## config.mk

```make
export PLATFORM = sky130hd
export DESIGN_NAME = rsp_spi
export DESIGN_NICKNAME = d
export VERILOG_FILES = /design/src/rsp_pkg.sv /design/src/rsp_mem_if.sv /design/src/rsp_spi.sv /design/src/rsp_mem.sv
export VERILOG_INCLUDE_DIRS = /design/src
export SDC_FILE = /design/constraint.sdc
export NUM_CORES = 1
export LEC_CHECK = 0
export ABC_AREA = 1
export BUFFER_PORTS_ARGS = -buffer_cell sky130_fd_sc_hd__buf_2
export CAP_MARGIN = 20
export CORE_UTILIZATION = 62
export DETAILED_ROUTE_END_ITERATION = 12
export PLACE_DENSITY_LB_ADDON = 0.2
export SYNTH_ARGS = -nofsm -noshare
export SYNTH_HDL_FRONTEND = slang
export SYNTH_SLANG_ARGS = --single-unit
```

## constraint.sdc

```tcl
create_clock -name clk -period 3.1 [get_ports clk]
set_clock_uncertainty 0.15 [all_clocks]
set_input_delay 0.155 -clock clk [delete_from_list [all_inputs] [get_ports clk]]
set_output_delay 0.155 -clock clk [all_outputs]
set_load 0.02 [all_outputs]
```

## src/rsp_regs.svh

```systemverilog
/*
 * constants of the serial access port: map size, field positions,
 * reset values and the byte layout of the command.
 * assumes it is included by the port and its byte map.
 */
// Operation
// RULE1: sample serial_in on every sclk rising edge
// RULE2: change serial_out after each sclk falling edge
// RULE3: mode 0 only, sclk idles low
// RULE4: deselected means serial_out held high impedance
// RULE5: start only after a chip enable fall
// RULE6: pointer increments after every data byte
// RULE7: read output undriven until whole byte ready
// RULE8: deselected ignores sclk and serial_in entirely
// RULE9: write keeps serial_out undriven throughout
// RULE10: map: 8 clock, 17 control, 7 sram
// RULE11: first bit direction, next seven address
// RULE12: burst while selected, pointer wraps 3Fh to 00h
// RULE13: address bit 6 ignored when decoding
// RULE14: hold clock updates while pointer at 00h-07h
// RULE15: partial byte on deselect is discarded
// RULE16: read msb first, reload from incremented pointer
`ifndef RSP_REGS_SVH
`define RSP_REGS_SVH

`define RSP_MAP_BYTES 32
`define RSP_CLOCK_BYTES 8
`define RSP_CTRL_BYTES 17
`define RSP_SRAM_BYTES 7
`define RSP_DIR_BIT 7
`define RSP_DIR_WRITE 1'b1
`define RSP_PTR_WRAP 6'h3f
`define RSP_PTR_RESET 6'h00
`define RSP_LAST_BIT 3'h7
`define RSP_BYTE_RESET 8'h00

`endif

```

## src/rsp_pkg.sv

```systemverilog
/*
 * types of the serial access port.
 * assumes nothing of its surroundings.
 */
`default_nettype none
package rsp_pkg;

	typedef enum logic [2:0] {
		RSP_CMD = 3'b001,
		RSP_WR  = 3'b010,
		RSP_RD  = 3'b100
	} rsp_state_t;

	typedef logic [5:0] rsp_ptr_t;
	typedef logic [4:0] rsp_loc_t;

	// clock bytes sit at locations 00h-07h, bit 5 aliases the map
	function automatic logic rsp_is_clock(input rsp_ptr_t p);
		return p[4:3] == 2'b00;
	endfunction

endpackage
`default_nettype wire

```

## src/rsp_mem_if.sv

```systemverilog
/*
 * carrier between the serial port and its byte map.
 * assumes both ends run on the same clock.
 */
`timescale 1ns/1ps
`default_nettype none
interface rsp_mem_if;
	import rsp_pkg::*;
	logic we;
	rsp_loc_t waddr;
	logic [7:0] wdata;
	rsp_loc_t raddr;
	logic [7:0] rdata;
	logic hold;

	modport port (output we, output waddr, output wdata, output raddr,
		output hold, input rdata);
	modport map (input we, input waddr, input wdata, input raddr,
		input hold, output rdata);
endinterface
`default_nettype wire

```

## src/rsp_spi.sv

```systemverilog
/*
 * serial slave access port: mode 0 shifter with auto-increment pointer
 * in front of the 32-byte map.
 * assumes sclk, ce_n and serial_in come from pins of another domain and
 * sclk is slow against clk (at least four clk periods per half cycle).
 */
`timescale 1ns/1ps
`default_nettype none
`include "rsp_regs.svh"
module rsp_spi (
	// clock and reset
	input wire logic clk,
	input wire logic sys_rst,
	// serial pins
	input wire logic sclk,
	input wire logic ce_n,
	input wire logic serial_in,
	output logic serial_out,
	output logic serial_out_oe,
	// timekeeping side
	input wire logic tk_we,
	input wire logic [2:0] tk_addr,
	input wire logic [7:0] tk_data,
	output logic clock_hold
);
	import rsp_pkg::*;

	rsp_mem_if mif ();

	rsp_mem u_mem (
		.clk(clk),
		.bus(mif.map),
		.tk_we(tk_we),
		.tk_addr(tk_addr),
		.tk_data(tk_data)
	);

	// two-stage synchronisers; the second stage is read, and sck_d and ce_d add a delayed copy for edges
	logic sck_m, sck_s, sck_d;
	logic ce_m, ce_s, ce_d;
	logic sin_m, sin_s;

	always_ff @(posedge clk) begin
		if (sys_rst) begin
			sck_m <= 1'b0;
			sck_s <= 1'b0;
			sck_d <= 1'b0;
			// all low: a chip enable already low at release shows no fall
			ce_m <= 1'b0;
			ce_s <= 1'b0;
			ce_d <= 1'b0;
			sin_m <= 1'b0;
			sin_s <= 1'b0;
		end else begin
			sck_m <= sclk;
			sck_s <= sck_m;
			sck_d <= sck_s;
			ce_m <= ce_n;
			ce_s <= ce_m;
			ce_d <= ce_s;
			sin_m <= serial_in;
			sin_s <= sin_m;
		end
	end

	// state of a transfer
	logic active;
	rsp_state_t state;
	logic [2:0] cnt;
	logic [7:0] sh;
	logic [7:0] tx;
	rsp_ptr_t ptr;

	// edges; only rises shift in and only falls shift out [RULE3]
	wire ce_fall = ce_d && !ce_s;
	wire sck_rise = sck_s && !sck_d;
	wire sck_fall = !sck_s && sck_d;
	// deselected: clock and data are not looked at [RULE8]
	wire live = active && !ce_s;
	wire rise = live && sck_rise;
	wire fall = live && sck_fall;
	wire byte_end = rise && (cnt == `RSP_LAST_BIT);
	wire [7:0] next_sh = {sh[6:0], sin_s};
	wire cmd_end = byte_end && (state == RSP_CMD);
	wire data_end = byte_end && (state != RSP_CMD);
	wire rd_load = fall && (state == RSP_RD) && (cnt == 3'h0);
	wire next_hold = live && (state != RSP_CMD) && rsp_is_clock(ptr);
	wire [7:0] rd_byte = rd_load ? mif.rdata : tx;

	// a byte is stored only when its eighth bit arrives [RULE15]
	assign mif.we = data_end && (state == RSP_WR);
	// bit 6 of the address never reaches the decode [RULE13]
	assign mif.waddr = ptr[4:0];
	assign mif.wdata = next_sh;
	assign mif.raddr = ptr[4:0];
	assign mif.hold = clock_hold;

	always_ff @(posedge clk) begin
		if (sys_rst || ce_s) begin
			active <= 1'b0;
		end else if (ce_fall) begin
			// nothing happens until a chip enable fall is seen [RULE5]
			active <= 1'b1;
		end
	end

	always_ff @(posedge clk) begin
		if (sys_rst || ce_fall) begin
			state <= RSP_CMD;
			cnt <= 3'h0;
		end else if (rise) begin
			// every bit counts, bursts run while selected [RULE12]
			cnt <= cnt + 3'h1;
			if (cmd_end) begin
				// first bit chooses write or read [RULE11]
				state <= (next_sh[`RSP_DIR_BIT] == `RSP_DIR_WRITE) ?
					RSP_WR : RSP_RD;
			end
		end
	end

	always_ff @(posedge clk) begin
		if (sys_rst || ce_fall) begin
			sh <= `RSP_BYTE_RESET;
		end else if (rise) begin
			sh <= next_sh; // [RULE1]
		end
	end

	always_ff @(posedge clk) begin
		if (sys_rst) begin
			ptr <= `RSP_PTR_RESET;
		end else if (cmd_end) begin
			// six of the seven address bits kept, msb first [RULE11]
			ptr <= next_sh[5:0];
		end else if (data_end) begin
			// six-bit pointer rolls from 3Fh to 00h [RULE6] [RULE12]
			ptr <= ptr + 6'h1;
		end
	end

	always_ff @(posedge clk) begin
		if (sys_rst) begin
			tx <= `RSP_BYTE_RESET;
			serial_out <= 1'b0;
		end else if (fall && (state == RSP_RD)) begin
			// reload at each byte start from the current pointer [RULE16]
			serial_out <= rd_byte[7]; // [RULE2]
			tx <= {rd_byte[6:0], 1'b0};
		end
	end

	always_ff @(posedge clk) begin
		if (sys_rst || !live || state != RSP_RD) begin
			// deselected or writing: the pin stays released [RULE4] [RULE9]
			serial_out_oe <= 1'b0;
		end else if (rd_load) begin
			// drive only once a whole byte is ready [RULE7]
			serial_out_oe <= 1'b1;
		end
	end

	always_ff @(posedge clk) begin
		if (sys_rst) begin
			clock_hold <= 1'b0;
		end else begin
			clock_hold <= next_hold; // [RULE14]
		end
	end

	// checks
	a_sample_rise: assert property ( // [RULE1]
		@(posedge clk) disable iff (sys_rst)
		rise |=> sh[0] == $past(sin_s))
		else $error("input bit not taken on rise");

	a_out_on_fall: assert property ( // [RULE2]
		@(posedge clk) disable iff (sys_rst)
		$changed(serial_out) |-> $past(fall))
		else $error("output changed without sclk fall");

	a_deselect_hiz: assert property ( // [RULE4]
		@(posedge clk) disable iff (sys_rst)
		ce_s |=> !serial_out_oe)
		else $error("output driven while deselected");

	a_ignore_idle: assert property ( // [RULE5] [RULE8]
		@(posedge clk) disable iff (sys_rst)
		!active && !ce_fall |=> $stable(ptr) && $stable(cnt) && $stable(sh))
		else $error("state moved while not selected");

	a_ptr_advance: assert property ( // [RULE6] [RULE12]
		@(posedge clk) disable iff (sys_rst)
		data_end |=> ptr == 6'($past(ptr) + 6'h1))
		else $error("pointer did not advance by one");

	a_cmd_undriven: assert property ( // [RULE7]
		@(posedge clk) disable iff (sys_rst)
		state == RSP_CMD |-> !serial_out_oe)
		else $error("output driven before a byte is ready");

	a_write_undriven: assert property ( // [RULE9]
		@(posedge clk) disable iff (sys_rst)
		state == RSP_WR |-> !serial_out_oe)
		else $error("output driven during write");

	a_cmd_decode: assert property ( // [RULE11] [RULE13]
		@(posedge clk) disable iff (sys_rst)
		cmd_end |=> ptr == $past(next_sh[5:0]) &&
		(state == RSP_WR) == $past(next_sh[7]))
		else $error("command byte decoded wrongly");

	a_hold_clock: assert property ( // [RULE14]
		@(posedge clk) disable iff (sys_rst)
		next_hold |=> clock_hold)
		else $error("clock hold not raised");

	// updates must resume as soon as the host lets go
	a_hold_release: assert property ( // [RULE14]
		@(posedge clk) disable iff (sys_rst)
		!live |=> !clock_hold)
		else $error("clock hold kept while deselected");

	a_no_partial: assert property ( // [RULE15]
		@(posedge clk) disable iff (sys_rst)
		mif.we |-> live && cnt == `RSP_LAST_BIT && state == RSP_WR)
		else $error("write from a partial byte");

	a_fresh_cmd: assert property ( // [RULE15]
		@(posedge clk) disable iff (sys_rst)
		ce_fall |=> state == RSP_CMD && cnt == 3'h0 && !serial_out_oe)
		else $error("transfer did not restart with a command byte");

	a_read_msb: assert property ( // [RULE16]
		@(posedge clk) disable iff (sys_rst)
		rd_load |=> serial_out == $past(mif.rdata[7]) && serial_out_oe)
		else $error("read byte not started msb first");
endmodule
`default_nettype wire

```

## src/rsp_mem.sv

```systemverilog
/*
 * 32-byte map: clock bytes, control bytes and user sram.
 * assumes the timekeeping side offers clock bytes on tk_*.
 */
`timescale 1ns/1ps
`default_nettype none
`include "rsp_regs.svh"
module rsp_mem (
	// clock
	input wire logic clk,
	// port side
	rsp_mem_if.map bus,
	// timekeeping side
	input wire logic tk_we,
	input wire logic [2:0] tk_addr,
	input wire logic [7:0] tk_data
);
	import rsp_pkg::*;

	// clock bytes, control bytes, then sram, all one array [RULE10]
	logic [7:0] arr [0:`RSP_MAP_BYTES-1];
	wire tk_go = tk_we && !bus.hold && !bus.we;

	assign bus.rdata = arr[bus.raddr];

	always_ff @(posedge clk) begin
		if (bus.we) begin
			arr[bus.waddr] <= bus.wdata;
		end else if (tk_go) begin
			// time transfers are dropped while the host sits on clock bytes [RULE14]
			arr[{2'b00, tk_addr}] <= tk_data;
		end
	end

	a_tk_blocked: assert property ( // [RULE14]
		@(posedge clk)
		bus.hold && tk_we && !bus.we |=>
		arr[$past({2'b00, tk_addr})] == $past(arr[{2'b00, tk_addr}]))
		else $error("clock byte updated during hold");
endmodule
`default_nettype wire

```

==> reports/qor.txt <==
===============================================================================
CTS Buffer Depth                                                              3
Antenna violations before repair                                              0
Synthesized area divided by synthesized cell count                   10.38 um^2
Static Leak                                                            5.579 nW
Average detailed-routed wire length per instance                       18.70 um
Unrepaired setup endpoints after global routing                           false
Result of the run                                                     completed
Ratio of cells with drive above 1 in the final layout                    0.1131
Relative slew slack                                                      0.4149
Final Hold Fails                                                              0
Master cell of the clock root buffer                               sky130_fd_sc_hd__clkbuf_16
Floorplan die area                                                   20670 um^2
Floorplan Core Area                                                  19590 um^2
Clock transition at path regs                                           0.06 ns
Layout-stage area growth over the synthesis result                       12.78%
Max-cap violations                                                            0
Count of cell types in the netlist                                           31
Worst-Skew Late Latency                                                 0.54 ns
Capture point of the worst path                                    u_mem.arr[26][2]$_DFFE_PP_
Fin crit period                                                        2.855 ns
Number of port buffers                                                       19
Destination of the worst register-to-register timing path          u_mem.arr[26][2]$_DFFE_PP_
Leading cell type in the layout, fill and taps excluded            sky130_fd_sc_hd__nand2_1
DRC viols                                                                     0
Worst Setup Slack, final                                              0.2448 ns
Drt via density                                                           5.632
Post-synthesis cell area                                             12460 um^2
Syn Nets                                                                   1222
Slack of the worst reg-to-reg path                                      0.24 ns
First-pass iteration count of the detailed router                             7
Inserted Clock Buffers                                                       28
Path depth of the worst reg2reg path                                         11
Tcrit/Tclk final                                                         0.9210
Via count of the first global-routing pass                                 8244
Initial standard-cell utilization of the core                            0.6361
Post-placement setup slack                                            0.4005 ns
Final RePlAce weighted congestion                                        0.9839
Worst reg2reg path startpoint                                      cnt[1]$_SDFFE_PP0P_
Synth warnings                                                                0
Global-route total usage across every layer                              0.2926
Die height                                                             143.8 um
Most used cells in the layout excluding fill and tap cells         sky130_fd_sc_hd__nand2_1, sky130_fd_sc_hd__edfxtp_1, sky130_fd_sc_hd__nand3_1
Setup Total Neg Slack                                                      0 ns
DR vias                                                                    8662
Launch point of the critical path                                  cnt[1]$_SDFFE_PP0P_
Worst setup path class                                               reg -> reg
HPWL after detailed placement                                          17260 um
Highest attainable clock frequency                                    350.2 MHz
Pwr Total                                                              7.930 mW
Data arrival time of the critical path                                  2.95 ns
Max-slew violation total from the final report                                0
Row count                                                                    51
Number of antenna-violating nets in the routed design                         0
Routed Wire Length                                                     28750 um
Worst min path class                                                  in -> reg
Total of endpoints with negative setup slack in the final report              0
Clock H-tree levels                                                           1
Kind of start point of the critical path                               register
Largest net degree at the start of global routing                           131
P per Cell Area                                                    564.2 nW/um^2
Detailed Route Iter0 Violations                                             881
Antenna cells                                                                 0
IO Count                                                                     20
Count of mapped cells out of synthesis                                     1201
Final standard cell utilization of the core                              0.7174
CP max FO                                                                    19
Final #Nets                                                                1272
Post-synthesis sequential area ratio                                     0.6843
Clock sink count                                                            298
Maximum resistive drop on vdd                                         0.4904 mV
Slew at the pin closest to its max-slew limit                         0.8768 ns
Width of the die                                                       143.8 um
Worst hold start                                                     tk_data[7]
Yosys reg bits                                                              298
Category of the worst setup path capture point                         register
Residual overflow from global routing                                         0
Global-route wire length before repair                                 44570 um
Required time of the critical path                                      3.19 ns
TritonCTS clock tree                                                      built
===============================================================================
[registers in the layout, indices dropped and copies added (netlist names), named ones only]
name	count
active	1
ce_d	1
ce_m	1
ce_s	1
clock_hold	1
cnt	3
ptr	5
sck_d	1
sck_m	1
sck_s	1
serial_out	1
serial_out_oe	1
sh	7
sin_m	1
sin_s	1
state	3
tx	7
u_mem.arr	256
[layout make-up]
cell class | count | area (um^2)
clock buffer | 37 | 785.8
clock inverter | 15 | 117.6
fill | 1407 | 5535
inverter | 95 | 359.1
multi-input combinational | 750 | 3334
sequential | 298 | 8533
tap | 265 | 331.6
timing repair buffer | 78 | 593.1
[per-layer routing]
metal / track usage / routed length (um) / vias up
li1: - / - / 4119
met1: 0.4127 / 11780 / 4056
met2: 0.4678 / 13400 / 425
met3: 0.04232 / 2649 / 62
met4: 0.1047 / 920 / 0
met5: 0 / 0 / -
[Yosys cell counts (all sizes together)]
master  count  area (um^2)
o221ai      1        8.760
a221oi      1        8.760
buf        33        162.7
clkinv      1        5.000
edfxtp    256         7687
dfxtp      42        840.8
inv        94        352.8
ha          4        50.05
nor2       70        294.0
o21ai      33        168.9
a21oi      29        145.1
clkbuf     25        93.84
o211a       1        10.01
nand4       1        21.27
nand2     413         1568
xor2        1        8.760
mux2        4        45.04
o211ai      2        15.01
nor3        9        50.05
nand3     181        925.9
[repair_timing]
item / 4_1_cts / 5_1_grt
hold buffers: 7 / 0
endpoints found under the setup margin: 0 / 0
resized for setup: 0 / 0
setup buffers: 0 / 0
endpoints found under the hold margin: 18 / 0
[stage by stage]
| step | hold WS [ns] | std cells | instance area, um^2 |
|---|---|---|---|
| floorplan | 0.1120 | 1201 | 12460 |
| global placement | 0.2050 | 1479 | 13080 |
| detailed placement | 0.2166 | 1479 | 13080 |
| CTS | 0.05826 | 1538 | 14050 |
| global route | 0.1006 | 1538 | 14050 |
| finish | 0.07017 | 1538 | 14050 |
[worst min-delay path by stage]
stage / endpoint / slack, ns / cells past startpoint
2_1_floorplan: ce_m$_SDFF_PP0_ / 0.11 / 2
3_3_place_gp: sck_m$_SDFF_PP0_ / 0.21 / 3
3_5_place_dp: ce_m$_SDFF_PP0_ / 0.22 / 3
4_1_cts: u_mem.arr[13][7]$_DFFE_PP_ / 0.06 / 4
5_1_grt: u_mem.arr[15][7]$_DFFE_PP_ / 0.10 / 4
6_report: u_mem.arr[17][7]$_DFFE_PP_ / 0.07 / 4
[worst max-delay path, stage by stage (launching register included)]
cell	delay (ns)
sky130_fd_sc_hd__dfxtp_1	0.35
sky130_fd_sc_hd__ha_1	0.19
sky130_fd_sc_hd__ha_1	0.18
sky130_fd_sc_hd__clkinv_2	0.10
sky130_fd_sc_hd__nor2_8	0.16
sky130_fd_sc_hd__nand4_4	0.12
sky130_fd_sc_hd__nand2_4	0.23
sky130_fd_sc_hd__nand2_1	0.10
sky130_fd_sc_hd__nand2_1	0.16
sky130_fd_sc_hd__nand3_2	0.35
sky130_fd_sc_hd__nor2_1	0.27
sky130_fd_sc_hd__buf_4	0.21
[power by group]
group          internal, mW  switching, mW  leakage (nW)  total [mW]
logic                0.0506          0.158          2.46       0.209
registers              4.38        0.00734          2.67        4.39
clock network          1.94           1.39         0.450        3.33
total                  6.37           1.56          5.58        7.93
[cell families after synthesis]
| group | after synthesis | share of synthesized area |
|---|---|---|
| xor+xnor | 1 | 0.0007029 |
| flops | 298 | 0.6843 |
| simple gates | 674 | 0.2294 |
| compound gates | 67 | 0.02862 |
| buf+inv | 153 | 0.04930 |
| mux | 4 | 0.003614 |
| fa+ha+maj | 4 | 0.004016 |
(Power assumes the default switching activity.)
